### src/mrio_regs.svh
/*
 * constants of the motor remote i/o and response block: function codes,
 * default bit assignments, field positions, reset values.
 * assumes inclusion by bare name from the package and the design modules.
 */
`ifndef MRIO_REGS_SVH
`define MRIO_REGS_SVH

// word widths
`define MRIO_WORD_W 16
`define MRIO_FSEL_W 5
`define MRIO_CODE_W 12
`define MRIO_DATA_W 32

// input function codes
`define MRIO_IN_UNUSED 5'h00
`define MRIO_IN_OPSEL0 5'h01
`define MRIO_IN_OPSEL1 5'h02
`define MRIO_IN_OPSEL2 5'h03
`define MRIO_IN_OPSEL3 5'h04
`define MRIO_IN_FWD 5'h05
`define MRIO_IN_REV 5'h06
`define MRIO_IN_STOPMODE 5'h07
`define MRIO_IN_BRAKE 5'h08
`define MRIO_IN_PANEL 5'h09
`define MRIO_IN_TLIM 5'h0A
`define MRIO_IN_GEN0 5'h10

// output function codes
`define MRIO_OUT_UNUSED 5'h00
`define MRIO_OUT_ECHO0 5'h01
`define MRIO_OUT_ALARM 5'h0B
`define MRIO_OUT_WARN 5'h0C
`define MRIO_OUT_MOVE 5'h0D
`define MRIO_OUT_TLC 5'h0E
`define MRIO_OUT_VA 5'h0F
`define MRIO_OUT_BUSY 5'h10
`define MRIO_OUT_OVLD 5'h11
`define MRIO_OUT_MPS 5'h12
`define MRIO_OUT_DIR 5'h13
`define MRIO_OUT_GEN0 5'h14

// default assignment tables, bit 15 in the top slot
`define MRIO_IN_MAP_DEFAULT {{9{5'h00}}, 5'h08, 5'h07, 5'h06, 5'h05, 5'h03, 5'h02, 5'h01}
`define MRIO_OUT_MAP_DEFAULT {5'h0E, 5'h0F, 5'h0D, 5'h11, 5'h00, 5'h00, 5'h00, 5'h10, \
    5'h0B, 5'h0C, 5'h07, 5'h06, 5'h05, 5'h03, 5'h02, 5'h01}

// reset values of the response fields and output word, and the echo function count
`define MRIO_CODE_RST 12'h000
`define MRIO_DATA_RST 32'h0000_0000
`define MRIO_WORD_RST 16'h0000
`define MRIO_FN_ECHO_W 10

`endif

### src/mrio_pkg.sv
/*
 * types shared by the motor remote i/o block.
 * assumes the constants header is on the include path.
 */
`include "mrio_regs.svh"
package mrio_pkg;
    // response handshake states, gray coded along idle-busy-done
    typedef enum logic [1:0] {
        MRIO_IDLE = 2'h0,
        MRIO_BUSY = 2'h1,
        MRIO_DONE = 2'h3
    } mrio_state_e;

    // one function selector per remote bit
    typedef logic [`MRIO_FSEL_W-1:0] mrio_fsel_t;
endpackage

### src/mrio_in_decode.sv
/*
 * decodes the remote input word into motion functions by per-bit selector.
 * assumes selectors and word are on clock_i; purely combinational.
 */
`timescale 1ns/100ps
`include "mrio_regs.svh"
module mrio_in_decode (
    input wire logic [`MRIO_WORD_W-1:0] word_i,
    input wire logic [`MRIO_WORD_W*`MRIO_FSEL_W-1:0] map_i,
    input wire logic panel_direct_i,
    input wire logic tlim_direct_i,
    output logic [3:0] op_data_select_o,
    output logic run_forward_o,
    output logic run_reverse_o,
    output logic stop_mode_o,
    output logic brake_release_o,
    output logic panel_unlock_o,
    output logic torque_limit_enable_o,
    output logic [`MRIO_WORD_W-1:0] general_flags_o
);
    // per-bit hit vectors per function
    logic [`MRIO_WORD_W-1:0] hit_op0, hit_op1, hit_op2, hit_op3;
    logic [`MRIO_WORD_W-1:0] hit_fwd, hit_rev, hit_stop, hit_brk;
    logic [`MRIO_WORD_W-1:0] asg_pan, off_pan, asg_tl, off_tl;
    logic [`MRIO_WORD_W*`MRIO_WORD_W-1:0] hit_gen;

    genvar b, g;
    generate
        for (b = 0; b < `MRIO_WORD_W; b = b + 1) begin : g_bit
            wire [`MRIO_FSEL_W-1:0] sel = map_i[b*`MRIO_FSEL_W +: `MRIO_FSEL_W];
            assign hit_op0[b] = word_i[b] && (sel == `MRIO_IN_OPSEL0);
            assign hit_op1[b] = word_i[b] && (sel == `MRIO_IN_OPSEL1);
            assign hit_op2[b] = word_i[b] && (sel == `MRIO_IN_OPSEL2);
            assign hit_op3[b] = word_i[b] && (sel == `MRIO_IN_OPSEL3);
            assign hit_fwd[b] = word_i[b] && (sel == `MRIO_IN_FWD);
            assign hit_rev[b] = word_i[b] && (sel == `MRIO_IN_REV);
            assign hit_stop[b] = word_i[b] && (sel == `MRIO_IN_STOPMODE);
            assign hit_brk[b] = word_i[b] && (sel == `MRIO_IN_BRAKE);
            // normally-closed inputs track assignment and off bits separately
            assign asg_pan[b] = (sel == `MRIO_IN_PANEL);
            assign off_pan[b] = asg_pan[b] && !word_i[b];
            assign asg_tl[b] = (sel == `MRIO_IN_TLIM);
            assign off_tl[b] = asg_tl[b] && !word_i[b];
            for (g = 0; g < `MRIO_WORD_W; g = g + 1) begin : g_gen
                assign hit_gen[g*`MRIO_WORD_W + b] = word_i[b] &&
                    (sel == `MRIO_FSEL_W'(`MRIO_IN_GEN0 + g));
            end
        end
        for (g = 0; g < `MRIO_WORD_W; g = g + 1) begin : g_flag
            assign general_flags_o[g] = |hit_gen[g*`MRIO_WORD_W +: `MRIO_WORD_W];
        end
    endgenerate

    // duplicated assignments are ored together
    assign op_data_select_o = {|hit_op3, |hit_op2, |hit_op1, |hit_op0};
    assign run_forward_o = |hit_fwd;
    assign run_reverse_o = |hit_rev;
    assign stop_mode_o = |hit_stop;
    assign brake_release_o = |hit_brk;
    // unassigned reads on; several terminals are anded with the direct pin
    assign panel_unlock_o = !(|off_pan) && panel_direct_i;
    assign torque_limit_enable_o = !(|off_tl) && tlim_direct_i;
endmodule

### src/mrio_core.sv
/*
 * motor remote i/o and response core: decodes the remote input word,
 * builds the remote output word and answers the command handshake.
 * assumes all inputs are on clock_i except the status pins, which are
 * synchronised here; the command executor is outside and reports done.
 */
// Operation
// - response echoes the received command code
// - completion trigger 0 idle, 1 when done
// - status bit 0 normal, 1 error
// - response data little-endian byte order
// - sixteen input bits assignable, documented defaults
// - forward/reverse 0 stop, 1 rotate
// - stop-mode picks instant or deceleration stop
// - brake input holds or releases brake
// - four select bits pick operation data 0-15
// - torque-limit input 0 disables, 1 enables
// - duplicated input function ors its bits
// - panel/torque-limit unassigned on, several terminals anded
// - sixteen general flags in, flags 0-11 echoed out
// - sixteen output bits assignable, documented defaults
// - echo outputs mirror their input function
// - alarm output 1 when alarm present
// - warning output 1 when warning present
// - motion output 1 while motor operates
// - torque-at-limit and speed-attained status outputs
// - busy output during internal processing
// - overload output 1 on overload warning/alarm
// - main-power and direction status outputs
`timescale 1ns/100ps
`include "mrio_regs.svh"
module mrio_core (
    input wire logic clock_i,
    input wire logic rst_i,
    // remote input word and assignment tables
    input wire logic [`MRIO_WORD_W-1:0] remote_input_word_i,
    input wire logic [`MRIO_WORD_W*`MRIO_FSEL_W-1:0] in_map_i,
    input wire logic [`MRIO_WORD_W*`MRIO_FSEL_W-1:0] out_map_i,
    input wire logic map_load_i,
    input wire logic panel_direct_i,
    input wire logic tlim_direct_i,
    // drive status pins, asynchronous
    input wire logic alarm_i,
    input wire logic warning_i,
    input wire logic moving_i,
    input wire logic torque_at_limit_i,
    input wire logic speed_attained_i,
    input wire logic overload_i,
    input wire logic main_power_on_i,
    // command side
    input wire logic execute_trigger_i,
    input wire logic [`MRIO_CODE_W-1:0] command_code_i,
    input wire logic [`MRIO_DATA_W-1:0] write_data_i,
    // executor side
    output logic exec_start_o,
    output logic [`MRIO_CODE_W-1:0] exec_code_o,
    output logic [`MRIO_DATA_W-1:0] exec_data_o,
    input wire logic exec_done_i,
    input wire logic exec_error_i,
    input wire logic [`MRIO_DATA_W-1:0] exec_read_data_i,
    // decoded functions
    output logic [3:0] op_data_select_o,
    output logic run_forward_o,
    output logic run_reverse_o,
    output logic stop_mode_o,
    output logic brake_release_o,
    output logic panel_unlock_o,
    output logic torque_limit_enable_o,
    output logic [`MRIO_WORD_W-1:0] general_flags_o,
    // response and output word
    output logic [`MRIO_WORD_W-1:0] remote_output_word_o,
    output logic completion_trigger_o,
    output logic status_error_o,
    output logic [`MRIO_CODE_W-1:0] response_code_o,
    output logic [`MRIO_DATA_W-1:0] response_data_o
);
    // all state of the block
    typedef struct packed {
        logic [`MRIO_WORD_W*`MRIO_FSEL_W-1:0] in_map;
        logic [`MRIO_WORD_W*`MRIO_FSEL_W-1:0] out_map;
        logic [6:0] sync1;
        logic [6:0] sync2;
        logic execute_trigger_prev;
        mrio_pkg::mrio_state_e state;
        logic busy;
        logic status;
        logic start;
        logic [`MRIO_CODE_W-1:0] code;
        logic [`MRIO_DATA_W-1:0] wdata;
        logic [`MRIO_DATA_W-1:0] rdata;
        logic [`MRIO_WORD_W-1:0] out_word;
        logic last_dir;
    } mrio_core_s;

    mrio_core_s state_reg;
    mrio_core_s state_next;

    // decoded input functions
    logic [3:0] opsel;
    logic run_forward, run_reverse, stopm, brk, pan, tlim;
    logic [`MRIO_WORD_W-1:0] gen;
    // synchronised status: alarm, warn, move, tlc, va, ovld, mps
    logic s_alarm, s_warn, s_move, s_tlc, s_va, s_ovld, s_mps;
    // candidate value of every output function, indexed by code
    logic [31:0] fn_val;
    logic [`MRIO_WORD_W-1:0] out_word_c;

    // selectors load from the table ports so the map behaves as parameters
    mrio_in_decode i_mrio_in_decode (
        .word_i(remote_input_word_i),
        .map_i(state_reg.in_map),
        .panel_direct_i(panel_direct_i),
        .tlim_direct_i(tlim_direct_i),
        .op_data_select_o(opsel),
        .run_forward_o(run_forward),
        .run_reverse_o(run_reverse),
        .stop_mode_o(stopm),
        .brake_release_o(brk),
        .panel_unlock_o(pan),
        .torque_limit_enable_o(tlim),
        .general_flags_o(gen)
    );

    assign {s_alarm, s_warn, s_move, s_tlc, s_va, s_ovld, s_mps} = state_reg.sync2;

    // function values for the output selector table
    always_comb begin
        fn_val = 32'h0000_0000;
        fn_val[`MRIO_OUT_ECHO0 +: `MRIO_FN_ECHO_W] = {tlim, pan, brk, stopm, run_reverse, run_forward, opsel};
        fn_val[`MRIO_OUT_ALARM] = s_alarm;
        fn_val[`MRIO_OUT_WARN] = s_warn;
        fn_val[`MRIO_OUT_MOVE] = s_move;
        fn_val[`MRIO_OUT_TLC] = s_tlc;
        fn_val[`MRIO_OUT_VA] = s_va;
        fn_val[`MRIO_OUT_BUSY] = state_reg.busy;
        fn_val[`MRIO_OUT_OVLD] = s_ovld;
        fn_val[`MRIO_OUT_MPS] = s_mps;
        // direction holds the last commanded sense once the motor stops
        fn_val[`MRIO_OUT_DIR] = state_reg.last_dir;
        fn_val[`MRIO_OUT_GEN0 +: 12] = gen[11:0];
    end

    // each output bit picks one function; the table spans all 32 codes and code 0 reads zero
    genvar ob;
    generate
        for (ob = 0; ob < `MRIO_WORD_W; ob = ob + 1) begin : g_out
            assign out_word_c[ob] = fn_val[state_reg.out_map[ob*`MRIO_FSEL_W +: `MRIO_FSEL_W]];
        end
    endgenerate

    // next-state logic
    always_comb begin
        state_next = state_reg;
        state_next.start = 1'b0;
        // status pins pass two flops before use
        state_next.sync1 = {alarm_i, warning_i, moving_i, torque_at_limit_i,
            speed_attained_i, overload_i, main_power_on_i};
        state_next.sync2 = state_reg.sync1;
        state_next.execute_trigger_prev = execute_trigger_i;
        state_next.out_word = out_word_c;
        if (map_load_i) begin
            // assignment tables change only on request
            state_next.in_map = in_map_i;
            state_next.out_map = out_map_i;
        end
        if (run_forward && !run_reverse) begin
            state_next.last_dir = 1'b1;
        end else if (run_reverse && !run_forward) begin
            state_next.last_dir = 1'b0;
        end
        unique case (state_reg.state)
            mrio_pkg::MRIO_IDLE: begin
                // a rising execute trigger captures code and data together
                if (execute_trigger_i && !state_reg.execute_trigger_prev) begin
                    state_next.state = mrio_pkg::MRIO_BUSY;
                    state_next.code = command_code_i;
                    state_next.wdata = write_data_i;
                    state_next.start = 1'b1;
                    state_next.busy = 1'b1;
                end
            end
            mrio_pkg::MRIO_BUSY: begin
                // completion stays low until the executor finishes
                if (exec_done_i) begin
                    state_next.state = mrio_pkg::MRIO_DONE;
                    state_next.status = exec_error_i;
                    state_next.rdata = exec_read_data_i;
                    state_next.busy = 1'b0;
                end
            end
            mrio_pkg::MRIO_DONE: begin
                // trigger low ends the handshake and clears completion
                if (!execute_trigger_i) begin
                    state_next.state = mrio_pkg::MRIO_IDLE;
                end
            end
            default: begin
                state_next.state = mrio_pkg::MRIO_IDLE;
            end
        endcase
    end

    // state register
    always_ff @(posedge clock_i) begin
        if (rst_i) begin
            state_reg.in_map <= `MRIO_IN_MAP_DEFAULT;
            state_reg.out_map <= `MRIO_OUT_MAP_DEFAULT;
            state_reg.sync1 <= 7'h00;
            state_reg.sync2 <= 7'h00;
            state_reg.execute_trigger_prev <= 1'b1;
            state_reg.state <= mrio_pkg::MRIO_IDLE;
            state_reg.busy <= 1'b0;
            state_reg.status <= 1'b0;
            state_reg.start <= 1'b0;
            state_reg.code <= `MRIO_CODE_RST;
            state_reg.wdata <= `MRIO_DATA_RST;
            state_reg.rdata <= `MRIO_DATA_RST;
            state_reg.out_word <= `MRIO_WORD_RST;
            state_reg.last_dir <= 1'b1;
        end else begin
            state_reg <= state_next;
        end
    end

    // outputs
    assign exec_start_o = state_reg.start;
    assign exec_code_o = state_reg.code;
    assign exec_data_o = state_reg.wdata;
    assign op_data_select_o = opsel;
    assign run_forward_o = run_forward;
    assign run_reverse_o = run_reverse;
    assign stop_mode_o = stopm;
    assign brake_release_o = brk;
    assign panel_unlock_o = pan;
    assign torque_limit_enable_o = tlim;
    assign general_flags_o = gen;
    assign remote_output_word_o = state_reg.out_word;
    assign completion_trigger_o = (state_reg.state == mrio_pkg::MRIO_DONE);
    assign status_error_o = state_reg.status;
    assign response_code_o = state_reg.code;
    // data field byte 0 carries the least significant byte
    assign response_data_o = state_reg.rdata;
endmodule

### config.mk
export PLATFORM = sky130hd
export DESIGN_NAME = mrio_core
export DESIGN_NICKNAME = d
export VERILOG_FILES = /design/src/mrio_pkg.sv /design/src/mrio_in_decode.sv /design/src/mrio_core.sv
export VERILOG_INCLUDE_DIRS = /design/src
export SDC_FILE = /design/constraint.sdc
export NUM_CORES = 1
export LEC_CHECK = 0
export BUFFER_PORTS_ARGS = -buffer_cell sky130_fd_sc_hd__buf_2
export CELL_PAD_IN_SITES_DETAIL_PLACEMENT = 1
export CELL_PAD_IN_SITES_GLOBAL_PLACEMENT = 1
export CORE_ASPECT_RATIO = 1.4
export CORE_MARGIN = 1
export CORE_UTILIZATION = 45
export CTS_BUF_LIST = sky130_fd_sc_hd__clkbuf_2 sky130_fd_sc_hd__clkbuf_4 sky130_fd_sc_hd__clkbuf_8
export CTS_CLUSTER_DIAMETER = 150
export DETAILED_ROUTE_END_ITERATION = 12
export PLACE_DENSITY_LB_ADDON = 0.12
export SETUP_SLACK_MARGIN = 0.15
export SLEW_MARGIN = 0
export SYNTH_ARGS = -nofsm -noshare
export SYNTH_HDL_FRONTEND = slang
export SYNTH_SLANG_ARGS = --single-unit
export TNS_END_PERCENT = 10
### constraint.sdc
create_clock -name clock_i -period 4 [get_ports clock_i]
set_input_delay 0.2 -clock clock_i [delete_from_list [all_inputs] [get_ports clock_i]]
set_output_delay 0.2 -clock clock_i [all_outputs]
set_load 0.05 [all_outputs]
==> reports/qor.log, run 1 <==
INFO  status         run_status=did not finish
INFO  status         lastStage=global routing
INFO  status         firstError=[ERROR GRT-0232] Routing congestion too high. Check the congestion heatmap in the GUI.
INFO  yosys          ys_ff_latch=273
INFO  yosys          synth-seq-area-share=28.7%
INFO  cts            cts_made_buffers=44
INFO  placement      place_inst=3041
INFO  placement      place_congestion=1.16
INFO  placement      place_hpwl=78.7mm
INFO  yosys          netlist_instances=2348
INFO  yosys          synth-main-ff-cell=dfxtp_1
INFO  die            boundaryPins=400
INFO  yosys          synthesis.area_per_instance=8.11squm
INFO  die            die_h=245um
INFO  global_route   global_route.usage.total=72.7%
INFO  global_route   antenna_found_initial=18
INFO  yosys          synth_cell_type_count=73
INFO  placement      port_buffers=399
INFO  cts            cts.sinks=273
INFO  die            die_x=176um
INFO  placement      worst_slack_at_placement=0.358ns
INFO  yosys          synth-warning-count=0
INFO  cts            maximum_count_of_clock_buffers_along_a_single_path=3
INFO  cts            h-tree-depth=2
INFO  die            std_cell_rows=88
INFO  sta            timing.grt.repair.worst_endpoint=general_flags_o[9]
INFO  yosys          synth_edf_count=0
INFO  sta            worst_endpoint_kind_after_the_last_repair=top-level output
INFO  yosys          asyncSetResetFlopFracSynth=0%
INFO  yosys          synthesis.area=19000squm
INFO  cts            cts_setup_buffers=0
INFO  yosys          synth.net_count=2615
INFO  cts            cts.root.buffer_cell=clkbuf_8
INFO  global_route   grt_remaining_overflow=56
INFO  die            initial_utilization=45.9%
INFO  global_route   grt_max_degree=98
INFO  placement      dpl-instance-area=20600squm
cell families after synthesis:
group / after synthesis / share of synthesized area [%]
multiplexers: 230 / 15.8
AO/OA/AOI/OAI: 490 / 17.8
flip-flops: 273 / 28.7
AND/OR/NAND/NOR: 973 / 27.2
buffers and inverters: 382 / 10.4
synth_stat cells, drive strengths merged, types with 9 or more instances:
cell     count  area share (%)
nand2      275             5.4
dfxtp      273              29
nor2       240             4.7
buf        185             6.5
mux2i      165             8.7
o22ai      153             5.0
clkbuf     142             2.8
a21oi      100             2.6
nand2b      87             2.9
mux4        56             6.6
inv         51             1.0
nor4        51             1.8
nor3        47             1.3
nand4b      37             1.7
nor2b       34             1.1
nand3       31            0.81
o211ai      28             1.1
or4bb       27             1.6
nand4       25            0.82
o32ai       25             1.1
or4b        24             1.3
a31oi       20            0.66
o21ai       20            0.53
a211oi      17            0.80
o2111ai     13            0.60
nand3b      12            0.47
nand4bb     12            0.71
or3         12            0.39
and2        11            0.36
o31ai       11            0.43
or2         11            0.36
a2111oi     10            0.46
a221oi      10            0.46
nor3b       10            0.39
a22oi        9            0.35
mux2         9            0.53
nor4b        9            0.41
o221ai       9            0.41
through the flow:
step	utilization [%]	hold WS (ns)
3_5_place_dp	49.7	0.422
3_3_place_gp	49.7	0.414
4_1_cts	58.2	0.0334
2_1_floorplan	-	0.307
timing repair:
| item | in CTS |
|---|---|
| hold buffers | 246 |
| setup endpoints to repair | 2 |
| gates resized for setup | 1 |
| hold endpoints to repair | 247 |
metal layers:
layer | overflow | global-route usage, %
met3 | 1 | 53.6
met2 | 30 | 94.9
met4 | 25 | 78.0
met1 | 0 | 68.8
met5 | 0 | 19.6
==> run 2: changes to the inputs <==
==> config.mk (replaced) <==
export PLATFORM = sky130hd
export DESIGN_NAME = mrio_core
export DESIGN_NICKNAME = d
export VERILOG_FILES = /design/src/mrio_pkg.sv /design/src/mrio_in_decode.sv /design/src/mrio_core.sv
export VERILOG_INCLUDE_DIRS = /design/src
export SDC_FILE = /design/constraint.sdc
export NUM_CORES = 1
export LEC_CHECK = 0
export BUFFER_PORTS_ARGS = -buffer_cell sky130_fd_sc_hd__buf_2
export CORE_MARGIN = 1
export CORE_UTILIZATION = 38
export DETAILED_ROUTE_END_ITERATION = 12
export PLACE_DENSITY_LB_ADDON = 0.15
export SLEW_MARGIN = 0
export SYNTH_ARGS = -nofsm -noshare
export SYNTH_HDL_FRONTEND = slang
export SYNTH_SLANG_ARGS = --single-unit
export TNS_END_PERCENT = 10
==> run 2 against run 1 <==
Effect of this change:
- the flow now finishes, with violations (negative hold slack)
- synthesized cell count stayed put
- area after synthesis stayed put
==> reports/qor.log, run 2 <==
INFO  power_and_ir_drop cellPowerDensity=348nW/um^2
INFO  placement      place_hpwl=74.3mm
INFO  cts            maximum_count_of_clock_buffers_along_a_single_path=3
INFO  global_route   grt_remaining_overflow=0
INFO  cts            h-tree-depth=1
INFO  placement      place_congestion=1.00
INFO  yosys          largest_family_of_logic_cells_by_synthesized_area=simple AND/OR/NAND/NOR gates
INFO  yosys          synth.net_count=2615
INFO  setup_path     crit-reg2reg-launch=state_reg[268]
INFO  drt            drt_first_iter_violations=2407
INFO  yosys          netlist_instances=2348
INFO  setup_path     worst-r2r-setup-slack=0.38ns
INFO  cells_and_area final_common_cell=buf_2
INFO  global_route   grt_util_met3=6.88%
INFO  setup_path     ff2ff_path_depth=9
INFO  drt            via_per_inst=6.23
INFO  yosys          synthesis.area_per_instance=8.11squm
INFO  min_path       min-delay-path-class=in2reg
INFO  setup_path     cp-endpoint=stop_mode_o
INFO  status         failing_checks=negative hold slack
INFO  sta            post-route-min-period=3.72ns
INFO  power_and_ir_drop static-leakage-power=0.00987uW
INFO  drt            dr_total_vias=21600
INFO  sta            tightestPinTransition=0.991ns
INFO  yosys          synth_simple_gate_area_share=27.3%
INFO  placement      port_buffers=399
INFO  cts            clock_latency_reported_for_the_late_side_of_the_worst_skew_pair=0.63ns
INFO  power_and_ir_drop ir_worst_vdd=0.370mV
INFO  cts            cts_setup_buffers=0
INFO  cells_and_area highest_count_cells_in_the_layout_ignoring_fill_and_taps=397 x buf_2, 275 x nand2_1, 273 x dfxtp_1, 251 x dlygate4sd3_1, 239 x nor2_1
INFO  die            fp.dieArea=51000squm
INFO  yosys          synth_edf_count=0
INFO  global_route   antenna_found_initial=4
INFO  cts            cts_made_buffers=31
INFO  cells_and_area fill_cells=4614
INFO  yosys          synth_compound_gate_area_share=17.8%
INFO  setup_path     worst_setup_path_end_kind=output port
INFO  die            die_h=226um
INFO  job            timing.max_cap.violations=0
INFO  setup_path     setup.worst_path.class=reg2out
INFO  global_route   number_of_global_route_vias_before_repair=20500
INFO  setup_path     critical_path_arrival=3.52ns
INFO  yosys          asyncSetResetFlopFracSynth=0%
INFO  yosys          post_synth_xor_area_fraction=0%
INFO  drt            detail-route-antenna-nets=0
INFO  sta            slew_headroom=33.8%
INFO  sta            unrepaired_setup_endpoints_after_global_routing=false
INFO  cts            cts.root.buffer_cell=clkbuf_16
INFO  yosys          synth-seq-area-share=28.7%
INFO  sta            fin_worst_hold_slack=-0.00285ns
INFO  sta            report.final.setup_viol=0
INFO  cells_and_area areaGrowthSynthToFinish=27.7%
INFO  die            core-area=49200squm
INFO  yosys          ys_ff_latch=273
INFO  yosys          netlist.area_leader.share=28.7%
INFO  yosys          yosysMostFrequentCell=nand2_1
INFO  setup_path     timing.rr.end=remote_output_word_o[10]
INFO  yosys          synth_fa_ha_area_share=0%
INFO  cts            hold_buffers=251
INFO  cells_and_area final_standard_cell_utilization_of_the_core=49.5%
INFO  cells_and_area max_ffs_per_register=163
INFO  yosys          muxShareOfSynthArea=15.8%
INFO  die            std_cell_rows=81
INFO  yosys          yosysTopAreaCell=dfxtp_1
INFO  cts            post_cts_resize_count=0
INFO  setup_path     worst_setup_start_kind=register
INFO  sta            max_slew_violations=0
INFO  sta            finalSetupTns=0ns
INFO  cells_and_area final_net_count=3049
INFO  sta            final_skew=0.0257ns
INFO  setup_path     critPathRequiredTime=3.80ns
INFO  sta            clock.fmax=269MHz
INFO  die            initial_utilization=38.7%
INFO  global_route   global_route.usage.total=38.0%
INFO  cells_and_area final_layout_size_suffix_gt1_share=23.1%
INFO  yosys          synth_cell_type_count=73
INFO  yosys          synth-warning-count=0
INFO  setup_path     setup.worst_path.start=state_reg[227]
INFO  yosys          post_synth_main_area_contributors=dfxtp_1 29%, mux2i_1 8.7%, mux4_2 6.6%
INFO  drt            drt_wl_total=100mm
INFO  global_route   grtUsageMet1=48.6%
INFO  sta            number_of_failing_hold_endpoints_at_the_final_stage=1
INFO  yosys          synth_commonest_cells=275 x nand2_1, 273 x dfxtp_1, 240 x nor2_1
INFO  sta            fin_crit_sh=93.0%
INFO  die            boundaryPins=400
INFO  status         run_status=finished, violations left
INFO  yosys          synthesis.area=19000squm
INFO  global_route   global_route_wire_length_before_repair=141mm
INFO  die            die_x=226um
INFO  setup_path     critPathMaxFanout=11
INFO  global_route   use_met2=61.1%
INFO  cts            cts.sinks=273
INFO  global_route   grt_max_degree=100
INFO  drt            drc_errors=0
INFO  drt            detail_routed_net_length_per_standard_cell=28.9um
INFO  cts            tritoncts=built
INFO  yosys          synth-main-ff-cell=dfxtp_1
INFO  global_route   gr-max-usage-layer=met2
INFO  cts            post_cts_clock_slew_at_the_launch_and_capture_registers_of_the_worst_setup_and_hold_paths=0.06ns
INFO  drt            drt_pass1_iterations=6
==> run 2: cell counts after synthesis <==
Identical to the previous run, type by type.
==> run 2: layout make-up <==
| cell class | instances | area [sq um] | area share, % |
|---|---|---|---|
| multi-input cells | 1693 | 11600 | 47.8 |
| flip-flops and latches | 273 | 5470 | 22.5 |
| repair buffers | 728 | 5150 | 21.2 |
| clock buffers | 43 | 891 | 3.66 |
| well taps | 664 | 831 | 3.42 |
| inverters | 55 | 206 | 0.849 |
| clock inverters | 14 | 158 | 0.648 |
| diodes | 2 | 5.00 | 0.0206 |
==> run 2: cells by family (layout without fill, tap and decap cells) <==
family | after synthesis | after routing
multiplexers | 230 | 230
other | 0 | 2
AND/OR/NAND/NOR | 973 | 973
flip-flops | 273 | 273
AO/OA/AOI/OAI | 490 | 490
buffers and inverters | 382 | 840
==> run 2: layer usage <==
| layer | up-vias | routed length [um] |
|---|---|---|
| li1 | 9468 | - |
| met3 | 268 | 9240 |
| met2 | 1354 | 45000 |
| met5 | - | 13 |
| met4 | 2 | 5600 |
| met1 | 10500 | 40500 |
==> run 2: critical path, cell delays in order, from the launching register on <==
cell and delay (ns):
dfxtp_1 0.54, nand4bb_1 0.51, o22ai_1 0.21, nor4_1 0.33, nand3_1 0.64, buf_4 0.43
buf_2 0.22
==> run 2: metrics by stage <==
| stage | cells | power, uW | setup WS (ns) | area, sq um | hold slack (ns) |
|---|---|---|---|---|---|
| floorplan | 2348 | 4540 | 1.17 | 19000 | 0.307 |
| finish | 3472 | 8460 | 0.280 | 24300 | -0.00285 |
| global route | 3472 | 8710 | 0.263 | 24300 | 0.0280 |
| CTS | 3470 | 8420 | 0.351 | 24300 | 0.00106 |
| global placement | 3162 | 5250 | 0.494 | 20800 | 0.418 |
| detailed placement | 3162 | 5260 | 0.529 | 20800 | 0.419 |
==> run 2: worst min-delay path by stage <==
stage	depth (start not counted)	start	slack [ns]	endpoint
final	2	rst_i	-0.003	state_reg[143]
after global routing	2	rst_i	0.03	state_reg[114]
after CTS	2	rst_i	0.001	state_reg[143]
after detailed placement	3	out_map_i[76]	0.42	state_reg[189]
after global placement	3	in_map_i[6]	0.42	state_reg[199]
after floorplan	1	execute_trigger_i	0.31	state_reg[98]
==> run 2: where the power goes <==
part           switching [uW]  total, uW  internal (uW)
combinational            1350       2260            905
sequential                343       3220           2880
clock                    1290       2980           1690
total                    2990       8460           5470
Note: power is estimated with default switching activity, not from simulation.
==> run 3: changes to the inputs <==
--- a/config.mk
+++ b/config.mk
@@ -10,7 +10,7 @@
 export CORE_MARGIN = 1
 export CORE_UTILIZATION = 38
 export DETAILED_ROUTE_END_ITERATION = 12
-export PLACE_DENSITY_LB_ADDON = 0.15
+export PLACE_DENSITY = 0.65
 export SLEW_MARGIN = 0
 export SYNTH_ARGS = -nofsm -noshare
 export SYNTH_HDL_FRONTEND = slang
==> run 3 against run 2 <==
Effect of this change:
- the flow now finishes without violations
- utilization is 0.20 points higher
- clock-buffer cell count is 2 higher
- first-iteration DRC count is 3.6% higher
- sequential share of layout area is 0.090 points lower
- cell count is 0.17% higher
- combinational power hardly changed
- critical path depth is 1 higher
- maximum frequency is 2.3% lower
- critical path type unchanged
==> reports/qor.log, run 3 (synthesized netlist as in run 2, its figures left out) <==
INFO  status         run_status=completed
INFO  min_path       worst_hold_path.endpoint=state_reg[168]
INFO  cells_and_area layout.area.seq=5470squm
INFO  cts            tritoncts=built
INFO  global_route   global_route.usage.total=36.6%
INFO  power_and_ir_drop ir_worst_vdd=0.302mV
INFO  drt            drt_wl_total=96.5mm
INFO  sta            post-route-min-period=3.81ns
INFO  global_route   antenna_found_initial=3
INFO  sta            finalSetupTns=0ns
INFO  setup_path     cp.buffers_inverters=3
INFO  power_and_ir_drop static-leakage-power=0.00992uW
INFO  sta            clock.fmax=263MHz
INFO  cts            cts_setup_buffers=0
INFO  drt            via_per_inst=6.27
INFO  die            core-area=49200squm
INFO  sta            max_slew_violations=0
INFO  drt            detail_routed_net_length_per_standard_cell=27.8um
INFO  setup_path     slowest_delay=0.80ns
INFO  global_route   number_of_global_route_vias_before_repair=20500
INFO  cts            h-tree-depth=2
INFO  cts            cts.root.buffer_cell=clkbuf_16
INFO  sta            tightestPinTransition=1.23ns
INFO  die            die_h=226um
INFO  sta            report.final.setup_viol=0
INFO  die            die_x=226um
INFO  power_and_ir_drop total_power_consumption=8690uW
INFO  cts            post_cts_clock_slew_at_the_launch_and_capture_registers_of_the_worst_setup_and_hold_paths=0.06ns
INFO  setup_path     critical_path_arrival=3.61ns
INFO  job            timing.max_cap.violations=0
INFO  min_path       worst_hold_startpoint=rst_i
INFO  cells_and_area final_net_count=3051
INFO  cells_and_area final_common_cell=buf_2
INFO  drt            drt_pass1_iterations=7
INFO  placement      place_hpwl=69.7mm
INFO  drt            drc_errors=0
INFO  setup_path     setup.worst_path.start=state_reg[206]
INFO  cts            clock_latency_reported_for_the_late_side_of_the_worst_skew_pair=0.57ns
INFO  min_path       holdPathStages=2
INFO  setup_path     crit_family=simple AND/OR/NAND/NOR gates
INFO  cells_and_area highest_count_cells_in_the_layout_ignoring_fill_and_taps=397 x buf_2, 275 x nand2_1, 273 x dfxtp_1, 244 x dlygate4sd3_1, 239 x nor2_1
INFO  cts            maximum_count_of_clock_buffers_along_a_single_path=3
INFO  sta            final_skew=0.0293ns
INFO  cells_and_area areaGrowthSynthToFinish=28.2%
INFO  cts            cts.sinks=273
INFO  setup_path     critPathRequiredTime=3.80ns
INFO  drt            drt_first_iter_violations=2493
INFO  setup_path     timing.critical_path.cells=nor4b_1 -> a32o_1 -> nor4_1 -> buf_4 -> nand3_1 -> inv_1 -> buf_2
INFO  drt            dr_total_vias=21800
INFO  setup_path     worst_setup_path_end_kind=output port
INFO  placement      place_congestion=1.04
INFO  global_route   grt_remaining_overflow=0
INFO  sta            fin_crit_sh=95.2%
INFO  setup_path     setup.worst_path.class=reg2out
INFO  placement      port_buffers=399
INFO  cts            cts_made_buffers=34
INFO  sta            slew_headroom=17.6%
INFO  die            boundaryPins=400
INFO  setup_path     crit-reg2reg-launch=state_reg[206]
INFO  cells_and_area fill_cells=4591
INFO  die            fp.dieArea=51000squm
INFO  setup_path     worst-r2r-setup-slack=0.27ns
INFO  setup_path     critPathMaxFanout=11
INFO  cts            post_cts_resize_count=0
INFO  global_route   grt_max_degree=149
INFO  setup_path     timing.rr.end=remote_output_word_o[11]
INFO  cells_and_area multi_input_area=11600squm
INFO  power_and_ir_drop cellPowerDensity=356nW/um^2
INFO  drt            detail-route-antenna-nets=0
INFO  global_route   global_route_wire_length_before_repair=137mm
INFO  cells_and_area max_ffs_per_register=163
INFO  sta            unrepaired_setup_endpoints_after_global_routing=false
INFO  setup_path     timing.critical_path.slowest_stage_cell=nor4b_1
INFO  setup_path     ff2ff_path_depth=9
INFO  die            std_cell_rows=81
INFO  setup_path     worst_setup_start_kind=register
INFO  sta            number_of_failing_hold_endpoints_at_the_final_stage=0
INFO  min_path       min-delay-path-class=in2reg
INFO  die            initial_utilization=38.7%
INFO  cells_and_area final_layout_size_suffix_gt1_share=23.3%
-- run 3: cell type report --
cell class              count  share of cell area, %
inverters                  55                  0.846
multi-input cells        1693                   47.5
well taps                 664                   3.40
flip-flops and latches    273                   22.4
diodes                      4                 0.0410
clock buffers              45                   3.86
repair buffers            727                   21.0
clock inverters            17                  0.948
-- run 3: worst max path at each step --
stage	endpoint	slack (ns)	cells past startpoint
after CTS	op_data_select_o[1]	0.38	7
after global placement	remote_output_word_o[8]	0.35	9
after global routing	general_flags_o[10]	0.23	6
after detailed placement	remote_output_word_o[11]	0.57	9
after floorplan	remote_output_word_o[12]	1.17	11
final	panel_unlock_o	0.19	7
-- run 3: through the flow --
step           util [%]  instances  hold WS, ns  instance area [sq um]  setup slack [ns]
6_report           49.7       3478       0.0798                  24400             0.192
2_1_floorplan         -       2348        0.307                  19000              1.17
5_1_grt            49.7       3475       0.0296                  24400             0.226
4_1_cts            49.7       3474       0.0223                  24400             0.383
3_5_place_dp       42.3       3168        0.415                  20800             0.572
3_3_place_gp       42.3       3168        0.410                  20800             0.353
-- run 3: power by group --
part	switching (uW)	internal [uW]	leakage [uW]
logic	1360	907	0.00710
registers	328	2880	0.00225
clock network	1330	1890	0.000567
-- run 3: routing by layer --
metal	track usage [%]	vias to the layer above	part of all wire [%]
met5	0	-	0.012
met4	21.2	2	6.2
met1	46.8	10400	40
met3	8.50	345	11
li1	-	9486	-
met2	56.2	1546	43
-- run 3: worst register-to-register path, cell delays in order (launching register included) --
cell       delay (ns)
dfxtp_1          0.69
nor4b_1          0.80
a32o_1           0.36
nor4_1           0.07
buf_4            0.14
nand3_1          0.42
inv_1            0.27
a2111oi_0        0.50
o22ai_1          0.15
a41o_1           0.22
-- run 3: repair_timing --
item                       4_1_cts  5_1_grt
hold buffers                   244        0
setup endpoints to repair        0        0
hold endpoints to repair       245        0
